$ cat config.mk
export PLATFORM = sky130hd
export DESIGN_NAME = ldc_spi_diag
export DESIGN_NICKNAME = d
export VERILOG_FILES = /design/src/logic/ldc_pkg.sv /design/src/logic/ldc_sync.sv /design/src/logic/ldc_spi_diag.sv
export VERILOG_INCLUDE_DIRS = /design/src /design/src/logic
export SDC_FILE = /design/constraint.sdc
export NUM_CORES = 1
export LEC_CHECK = 0
export ABC_AREA = 1
export CAP_MARGIN = 20
export CORE_ASPECT_RATIO = 1.1
export CORE_UTILIZATION = 60
export DETAILED_ROUTE_END_ITERATION = 12
export DONT_BUFFER_PORTS = 1
export PLACE_DENSITY = 0.76
export REMOVE_ABC_BUFFERS = 1
export SYNTH_ARGS = -nofsm -noshare
export SYNTH_HDL_FRONTEND = slang
export SYNTH_SLANG_ARGS = --single-unit
$ cat constraint.sdc
create_clock -name clk -period 6.1 [get_ports clk]
set_input_delay 0.915 -clock clk [delete_from_list [all_inputs] [get_ports clk]]
set_output_delay 0.915 -clock clk [all_outputs]
set_load 0.02 [all_outputs]
$ cat src/logic/ldc_defs.svh
`ifndef LDC_DEFS_SVH
`define LDC_DEFS_SVH

// ----------------------------------------
// Frame format
// ----------------------------------------
`define LDC_FRAME_BITS 16
`define LDC_MIN_BITS 7'h10
`define LDC_CNT_MAX 7'h7F
`define LDC_REPLY_REG_MSB 1'b1
`define LDC_DIAG_MSB 1'b0

// ----------------------------------------
// Bank 0 register addresses
// ----------------------------------------
`define LDC_ADDR_MAP 16'h9669
`define LDC_A_ADIM 4'h0
`define LDC_A_CAL 4'h3
`define LDC_A_SWT 4'h5
`define LDC_A_DEV 4'h6
`define LDC_A_MFS 4'h9
`define LDC_A_MON 4'hC

// ----------------------------------------
// Field positions and reset values
// ----------------------------------------
`define LDC_BIT_START 5
`define LDC_BIT_DONE 4
`define LDC_BIT_OVLAT 4
`define LDC_BIT_ENCAL 3
`define LDC_BIT_CLEAR_LATCHES_COMMAND 2
`define LDC_BIT_SOFT_RESET_COMMAND 1
`define LDC_BIT_IDLE 0
`define LDC_BIT_DIAGREQ 0
`define LDC_ADIM_RST 8'hF0
`define LDC_REG_RST 8'h00

`endif

$ cat src/logic/ldc_pkg.sv
package ldc_pkg;

  typedef struct packed {
    logic wr;
    logic bank_select_bit;
    logic [5:0] addr;
    logic [7:0] data;
  } ldc_frame_t;

  typedef struct packed {
    logic in_ov;
    logic out_ov;
    logic gate_uv;
    logic open_load;
    logic short_load;
    logic over_temp;
  } ldc_fault_t;

  typedef struct packed {
    logic [1:0] op_state;
    logic temp_warn;
    logic boot_uv;
  } ldc_status_t;

  typedef struct packed {
    logic undervoltage_reset_flag;
    logic softreset_flag;
    logic transfer_error_flag;
    logic input_overvoltage_flag;
    logic output_overvoltage_flag;
    logic gate_supply_undervolt_flag;
    logic open_load_flag;
    logic shorted_load_flag;
    logic thermal_shutdown_flag;
  } ldc_latch_t;

  typedef enum logic {
    LDC_REPLY_DIAG,
    LDC_REPLY_REG
  } ldc_reply_t;

endpackage

$ cat src/logic/ldc_sync.sv
`timescale 1ns/1ps

// ----------------------------------------
// Two-stage synchroniser per bit
// ----------------------------------------
module ldc_sync #(
  parameter int W = 1,
  parameter logic [W-1:0] RST = '0
) (
  input wire logic clk,
  input wire logic resetn,
  input wire logic [W-1:0] d,
  output logic [W-1:0] q
);

  logic [W-1:0] meta;

  genvar i;
  generate
    for (i = 0; i < W; i++) begin : g_bit
      always_ff @(posedge clk or negedge resetn) begin
        if (!resetn) begin
          meta[i] <= RST[i];
          q[i] <= RST[i];
        end else begin
          meta[i] <= d[i];
          q[i] <= meta[i];
        end
      end
    end
  endgenerate

endmodule

$ cat src/logic/ldc_spi_diag.sv
`timescale 1ns/1ps
`include "ldc_defs.svh"


module ldc_spi_diag (
  input wire logic clk,
  input wire logic resetn,
  input wire logic sclk,
  input wire logic sdi,
  input wire logic chip_select_n,
  input wire logic uv_reset_in,
  input wire ldc_pkg::ldc_fault_t fault_ev,
  input wire ldc_pkg::ldc_status_t status,
  input wire logic cal_ok,
  input wire logic mfs_ok,
  input wire logic mon_ok,
  output logic sdo,
  output logic sdo_oe_n,
  output logic cal_start,
  output logic mfs_start,
  output logic mon_start,
  output logic clear_latches_pulse,
  output logic soft_reset_pulse,
  output logic ov_latch_en,
  output logic idle_req,
  output logic cal_enable
);
  import ldc_pkg::*;

  // ----------------------------------------
  // Pin synchronisation and edges
  // ----------------------------------------
  logic [3:0] sync_q;
  logic cs_n_d;
  logic sclk_d;

  ldc_sync #(
    .W(4),
    .RST(4'h8)
  ) u_sync (
    .clk(clk),
    .resetn(resetn),
    .d({chip_select_n, sclk, sdi, uv_reset_in}),
    .q(sync_q)
  );

  wire cs_n_s = sync_q[3];
  wire sclk_s = sync_q[2];
  wire sdi_s = sync_q[1];
  wire uv_s = sync_q[0];

  wire cs_fall = cs_n_d & ~cs_n_s;
  wire cs_rise = ~cs_n_d & cs_n_s;
  wire sclk_fall = ~cs_n_s & sclk_d & ~sclk_s;

  always_ff @(posedge clk or negedge resetn) begin
    if (!resetn) begin
      cs_n_d <= 1'b1;
      sclk_d <= 1'b0;
    end else begin
      cs_n_d <= cs_n_s;
      sclk_d <= sclk_s;
    end
  end

  // ----------------------------------------
  // Frame state
  // ----------------------------------------
  logic [15:0] rx;
  logic [15:0] tx;
  logic [6:0] bit_cnt;
  ldc_reply_t reply_kind;
  logic [14:0] rd_reply;
  logic sent_diag;
  ldc_latch_t snap;
  ldc_latch_t latch;
  logic [2:0] done;
  logic [7:0] reg_mem [0:15];

  ldc_frame_t fr;
  assign fr = rx;

  // ----------------------------------------
  // Frame decode
  // ----------------------------------------
  logic [15:0] addr_map;
  assign addr_map = `LDC_ADDR_MAP;

  wire [3:0] idx = fr.addr[3:0];
  wire [6:0] next_cnt = (bit_cnt == `LDC_CNT_MAX) ? bit_cnt : bit_cnt + 7'h01;

  wire frame_ok = (bit_cnt >= `LDC_MIN_BITS) && (bit_cnt[2:0] == 3'h0) &&
                  (bit_cnt != `LDC_CNT_MAX);
  wire addr_ok = ~fr.bank_select_bit && (fr.addr[5:4] == 2'h0) &&
                 addr_map[idx];
  wire diag_req = ~fr.wr && fr.data[`LDC_BIT_DIAGREQ];
  wire end_ok = cs_rise && frame_ok;
  wire do_write = end_ok && fr.wr && addr_ok;
  wire do_read = end_ok && ~fr.wr && ~diag_req && addr_ok;

  wire is_cal = (idx == `LDC_A_CAL);
  wire is_mfs = (idx == `LDC_A_MFS);
  wire is_mon = (idx == `LDC_A_MON);
  wire is_dev = (idx == `LDC_A_DEV);
  wire is_routine = is_cal | is_mfs | is_mon;

  wire start_wr = do_write && is_routine && fr.data[`LDC_BIT_START];
  wire [2:0] start_vec = {start_wr & is_mon, start_wr & is_mfs, start_wr & is_cal};
  wire clear_latches_command_cmd = do_write && is_dev && fr.data[`LDC_BIT_CLEAR_LATCHES_COMMAND];
  wire soft_reset_command_cmd = do_write && is_dev && fr.data[`LDC_BIT_SOFT_RESET_COMMAND];

  // Start and one-shot command bits are not stored
  wire [7:0] nostore_routine = (8'h01 << `LDC_BIT_START) | (8'h01 << `LDC_BIT_DONE);
  wire [7:0] nostore_dev = (8'h01 << `LDC_BIT_CLEAR_LATCHES_COMMAND) | (8'h01 << `LDC_BIT_SOFT_RESET_COMMAND);
  wire [7:0] nostore = is_routine ? nostore_routine : (is_dev ? nostore_dev : 8'h00);
  wire [7:0] wr_data = fr.data & ~nostore;

  // ----------------------------------------
  // Register read view
  // ----------------------------------------
  wire done_sel = (is_cal & done[0]) | (is_mfs & done[1]) | (is_mon & done[2]);
  wire [7:0] done_ovl = is_routine ? {3'h0, done_sel, 4'h0} : 8'h00;
  wire [7:0] rd_view = reg_mem[idx] | done_ovl;

  // ----------------------------------------
  // Diagnosis word
  // ----------------------------------------
  logic [15:0] diag_word;
  assign diag_word = {
    `LDC_DIAG_MSB,
    latch.softreset_flag | status.boot_uv,
    latch.undervoltage_reset_flag,
    status.op_state,
    latch.transfer_error_flag,
    done[2],
    done[1],
    done[0],
    latch.input_overvoltage_flag,
    latch.output_overvoltage_flag,
    latch.gate_supply_undervolt_flag,
    latch.open_load_flag,
    latch.shorted_load_flag,
    latch.thermal_shutdown_flag,
    status.temp_warn
  };

  // ----------------------------------------
  // Latched flag update
  // ----------------------------------------
  ldc_latch_t ev;
  ldc_latch_t read_mask;
  ldc_latch_t clr_bits;
  ldc_latch_t next_latch;

  assign ev = '{
    undervoltage_reset_flag: uv_s,
    softreset_flag: soft_reset_command_cmd,
    transfer_error_flag: cs_rise & ~frame_ok,
    input_overvoltage_flag: fault_ev.in_ov,
    output_overvoltage_flag: fault_ev.out_ov,
    gate_supply_undervolt_flag: fault_ev.gate_uv,
    open_load_flag: fault_ev.open_load,
    shorted_load_flag: fault_ev.short_load,
    thermal_shutdown_flag: fault_ev.over_temp
  };

  // Readout never clears thermal flag, nor output overvoltage when latched
  assign read_mask = '{
    undervoltage_reset_flag: 1'b1,
    softreset_flag: 1'b1,
    transfer_error_flag: 1'b1,
    input_overvoltage_flag: 1'b1,
    output_overvoltage_flag: ~ov_latch_en,
    gate_supply_undervolt_flag: 1'b1,
    open_load_flag: 1'b1,
    shorted_load_flag: 1'b1,
    thermal_shutdown_flag: 1'b0
  };

  wire diag_read_done = end_ok && sent_diag;

  // Readout clears only bits that were shown, clear command clears all; new events win
  assign clr_bits = clear_latches_command_cmd ? '1 :
                    (diag_read_done ? (snap & read_mask) : '0);
  assign next_latch = (latch & ~clr_bits) | ev;

  always_ff @(posedge clk or negedge resetn) begin
    if (!resetn) begin
      latch <= '0;
      latch.undervoltage_reset_flag <= 1'b1;
    end else begin
      latch <= next_latch;
    end
  end

  // ----------------------------------------
  // Routine completion mirrors
  // ----------------------------------------
  wire [2:0] ok_vec = {mon_ok, mfs_ok, cal_ok};

  always_ff @(posedge clk or negedge resetn) begin
    if (!resetn) begin
      done <= 3'h0;
    end else begin
      done <= (done & ~start_vec) | ok_vec;
    end
  end

  // ----------------------------------------
  // Bank 0 register storage
  // ----------------------------------------
  genvar r;
  generate
    for (r = 0; r < 16; r++) begin : g_reg
      localparam logic [7:0] RV = (r == `LDC_A_ADIM) ? `LDC_ADIM_RST : `LDC_REG_RST;
      always_ff @(posedge clk or negedge resetn) begin
        if (!resetn) begin
          reg_mem[r] <= RV;
        end else if (do_write && (idx == 4'(r))) begin
          reg_mem[r] <= wr_data;
        end
      end
    end
  endgenerate

  assign ov_latch_en = reg_mem[`LDC_A_SWT][`LDC_BIT_OVLAT];
  assign idle_req = reg_mem[`LDC_A_DEV][`LDC_BIT_IDLE];
  assign cal_enable = reg_mem[`LDC_A_DEV][`LDC_BIT_ENCAL];

  // ----------------------------------------
  // Command pulses
  // ----------------------------------------
  always_ff @(posedge clk or negedge resetn) begin
    if (!resetn) begin
      cal_start <= 1'b0;
      mfs_start <= 1'b0;
      mon_start <= 1'b0;
      clear_latches_pulse <= 1'b0;
      soft_reset_pulse <= 1'b0;
    end else begin
      cal_start <= start_vec[0];
      mfs_start <= start_vec[1];
      mon_start <= start_vec[2];
      clear_latches_pulse <= clear_latches_command_cmd;
      soft_reset_pulse <= soft_reset_command_cmd;
    end
  end

  // ----------------------------------------
  // Receive side
  // ----------------------------------------
  always_ff @(posedge clk or negedge resetn) begin
    if (!resetn) begin
      rx <= 16'h0000;
      bit_cnt <= 7'h00;
    end else if (cs_fall) begin
      bit_cnt <= 7'h00;
    end else if (sclk_fall) begin
      rx <= {rx[14:0], sdi_s};
      bit_cnt <= next_cnt;
    end
  end

  // ----------------------------------------
  // Reply selection for next frame
  // ----------------------------------------
  always_ff @(posedge clk or negedge resetn) begin
    if (!resetn) begin
      reply_kind <= LDC_REPLY_DIAG;
      rd_reply <= 15'h0000;
    end else if (uv_s) begin
      reply_kind <= LDC_REPLY_DIAG;
    end else if (cs_rise) begin
      if (do_read) begin
        reply_kind <= LDC_REPLY_REG;
        rd_reply <= {fr.bank_select_bit, fr.addr, rd_view};
      end else begin
        reply_kind <= LDC_REPLY_DIAG;
      end
    end
  end

  // ----------------------------------------
  // Transmit side
  // ----------------------------------------
  wire [15:0] reply_word = (reply_kind == LDC_REPLY_REG) ?
                           {`LDC_REPLY_REG_MSB, rd_reply} : diag_word;

  always_ff @(posedge clk or negedge resetn) begin
    if (!resetn) begin
      tx <= 16'h0000;
      sent_diag <= 1'b0;
      snap <= '0;
    end else if (cs_fall) begin
      tx <= reply_word;
      sent_diag <= (reply_kind == LDC_REPLY_DIAG);
      snap <= latch;
    end else if (sclk_fall) begin
      tx <= {tx[14:0], 1'b0};
    end
  end

  // ----------------------------------------
  // Serial output pin
  // ----------------------------------------
  always_ff @(posedge clk or negedge resetn) begin
    if (!resetn) begin
      sdo_oe_n <= 1'b1;
    end else begin
      sdo_oe_n <= cs_n_s;
    end
  end

  assign sdo = tx[15];

endmodule

==> impl_metrics.yaml <==
clocking:
  cts_root_buf: "clkbuf_16"
  insertion_delay_ns: 0.51
  cts-hold-fix-buffers: 0
  cts.sinks: 219
  cts_setup_buffers: 0
  cts_buffers: 24
  post_cts_resized: 0
  cts_tree: "built"
  h-tree-depth: 1
  clockBufferDepth: 3
  clk_pin_slew_worst_paths_ns: 0.07
pwr:
  powerDensity_nw_per_um2: 297.8
  total_power_mw: 3.274
  vdd_drop_max_mv: 0.2177
  p_leak_nw: 5.666
detailed_routing:
  num_vias: 8435
  ant_nets: 0
  viasPerCell: 5.623
  wl_per_cell_um: 17.08
  drt_iter0_markers: 814
  wl_mm: 25.62
  drc: 2
  first_pass_iters: 10
sta:
  grt_setup_unrepaired: "no"
  worstMarginPinSlew_ns: 1.132
  post-route-period-util: 0.6182
  clock_skew_ns: 0.01357
  setup_viol_count_final: 0
  hold_violations: 0
  fmax_mhz: 265.2
  drv_slew: 0
  relSlewSlack: 0.2423
  setup-tns-final_ns: 0
  setup_slack_ns: 2.329
  fin_crit_ns: 3.771
floorplanning:
  die_w_um: 125.7
  initial_core_util: 0.6165
  core_area_sq_um: 16370
  row_count: 49
  die-height_um: 138.0
  num_io_pins: 29
  die_area_sq_um: 17340
logic_synthesis:
  synth_warnings: 0
  ys_ff_latch: 219
  ys_types: 31
  syn-cell-area_sq_um: 10090
  ys_seq_area_frac: 0.5440
  syn_inst: 1301
  avgSynthCellArea_sq_um: 7.757
placement:
  globalplace.congestion: 0.8741
  buffer_ports.inserted: 0
  pre_cts_slack_ns: 2.460
  dp_hpwl_mm: 15.86
  dp.cells: 1456
layout:
  fin_cells: 1500
  drive_above_1_share: 0.04861
  antenna_cells: 0
  nNetsFinal: 1303
  area_delta_synth_final_pct: 8.926
status:
  outcome: "finished with violations"
  violations: "design-rule violations"
worst_setup_path:
  crit_path_max_fanout: 100
  cp-end-kind: "flop"
  slowest_delay_ns: 0.76
  worst-setup-path-type: "reg -> reg"
  crit_family: "buffers and inverters"
  start_kind: "flop"
  cp_num_buf_inv: 2
  crit_arrival_ns: 4.15
  cp_cell_sequence: "inv_1 -> ha_1 -> or2_1 -> nand3_1 -> nand3_1 -> nor2_4 -> buf_4 -> nand2_1 -> nand2_1 -> o21ai_0"
  crit_required_ns: 6.48
  crit_slowest_cell: "buf_4"
global_route:
  grt_pass1_vias: 8228
  grt_overflow: 0
  grt_start_max_net_pins: 220
  grt_first_pass_wirelength_mm: 42.44
  grt_antenna_before_repair: 0
  grt_use_total: 0.3072
worst_hold_path:
  hp-class: "in -> async"
job:
  drv_cap: 0
[cells in the final DEF (no fill, tap or decap), types with 3 or more instances in the layout]
master,instances
nand2_1,449
o21ai_0,138
clkbuf_16,25
inv_1,113
a22oi_1,5
o221ai_1,4
ha_1,6
nand3_1,111
dfrtp_1,210
nor3_1,4
clkinv_2,4
clkbuf_1,5
o21ai_1,9
clkinv_1,3
clkbuf_8,8
nand3b_1,3
dfstp_2,8
a21oi_1,16
buf_4,9
nor2_1,141
a31oi_1,6
[layer usage]
| layer | up-vias | global-route usage | routed length (um) |
|---|---|---|---|
| li1 | 4061 | - | - |
| met1 | 3955 | 0.4272 | 10780 |
| met2 | 353 | 0.4845 | 11900 |
| met3 | 66 | 0.04605 | 1931 |
| met4 | 0 | 0.1303 | 1005 |
| met5 | - | 0 | 0 |
[Yosys cell counts]
cell | n | area [sq um]
nor2_4 | 1 | 11.26
nand3_1 | 111 | 555.5
clkbuf_1 | 42 | 157.7
a31oi_1 | 6 | 37.54
nand3b_1 | 3 | 22.52
o31ai_1 | 1 | 7.510
nor3_1 | 4 | 20.02
xor2_1 | 2 | 17.52
nand2_1 | 449 | 1685
buf_2 | 11 | 55.05
inv_1 | 113 | 424.2
inv_2 | 2 | 7.510
or2_2 | 1 | 6.260
dfstp_2 | 8 | 210.2
dfrtp_1 | 211 | 5280
o21ai_0 | 138 | 690.7
o211ai_1 | 1 | 7.510
nand3_2 | 1 | 10.01
a21boi_0 | 2 | 15.01
xnor2_1 | 1 | 8.760
o21ai_1 | 9 | 45.04
ha_1 | 6 | 75.07
a22oi_1 | 5 | 37.54
buf_1 | 3 | 11.26
nor2_1 | 142 | 533.0
buf_4 | 2 | 15.01
o22ai_1 | 2 | 12.51
o221ai_1 | 4 | 35.03
or2_1 | 1 | 6.260
clkinv_1 | 3 | 11.26
a21oi_1 | 16 | 80.08
[layout make-up]
class | instances | area, sq um
clock buffers | 38 | 754.5
clock inverters | 6 | 58.81
inverters | 118 | 442.9
multi-input cells | 906 | 3923
fillers | 1356 | 5376
repair buffers | 9 | 67.56
well taps | 204 | 255.2
flip-flops and latches | 219 | 5492
[cell families (layout without fill, tap and decap cells)]
family	count (synthesis)	after routing	synth area share
flops	219	219	0.5440
compound gates	184	184	0.09596
buf+inv	176	171	0.06757
simple gates	713	713	0.2824
xor+xnor	3	3	0.002604
fa+ha+maj	6	6	0.007438
[registers in the layout, summed over array words and instances (netlist names), 7 cells and up]
name / flops
tx: 16
bit_cnt: 7
diag_word: 8
reg_mem: 125
snap: 8
fr: 16
rd_reply: 15
[power breakdown]
part / switching [mW] / internal, mW / total [mW]
logic: 0.181 / 0.0655 / 0.246
clock network: 0.573 / 0.888 / 1.46
registers: 0.0581 / 1.51 / 1.57
total: 0.812 / 2.46 / 3.27
[path summary, 6_finish.rpt]
| path | startpoint | to | slack [ns] | depth (start not counted) |
|---|---|---|---|---|
| setup / recovery | fr[9] | reg_mem[13] | 2.33 | 10 |
| min in group clk | u_sync.meta[0] | u_sync.q[0] | 0.35 | 0 |
| setup reg to reg | fr[9] | reg_mem[13] | 2.33 | 10 |
| hold reg to reg | u_sync.meta[0] | u_sync.q[0] | 0.35 | 0 |
| hold / removal | resetn | rd_reply[14] | 0.1 | 0 |
| max in group asynchronous | resetn | reg_mem[124] | 5.55 | 0 |
[metrics by stage]
stage | instance area, sq um | hold WS (ns) | util
floorplan | 9853 | 0.3312 | -
global placement | 10180 | 0.3340 | 0.6219
detailed placement | 10180 | 0.3347 | 0.6219
CTS | 10990 | 0.08822 | 0.6716
global route | 10990 | 0.08049 | 0.6716
finish | 10990 | 0.09917 | 0.6716
Note: power is estimated with default switching activity, not from simulation.
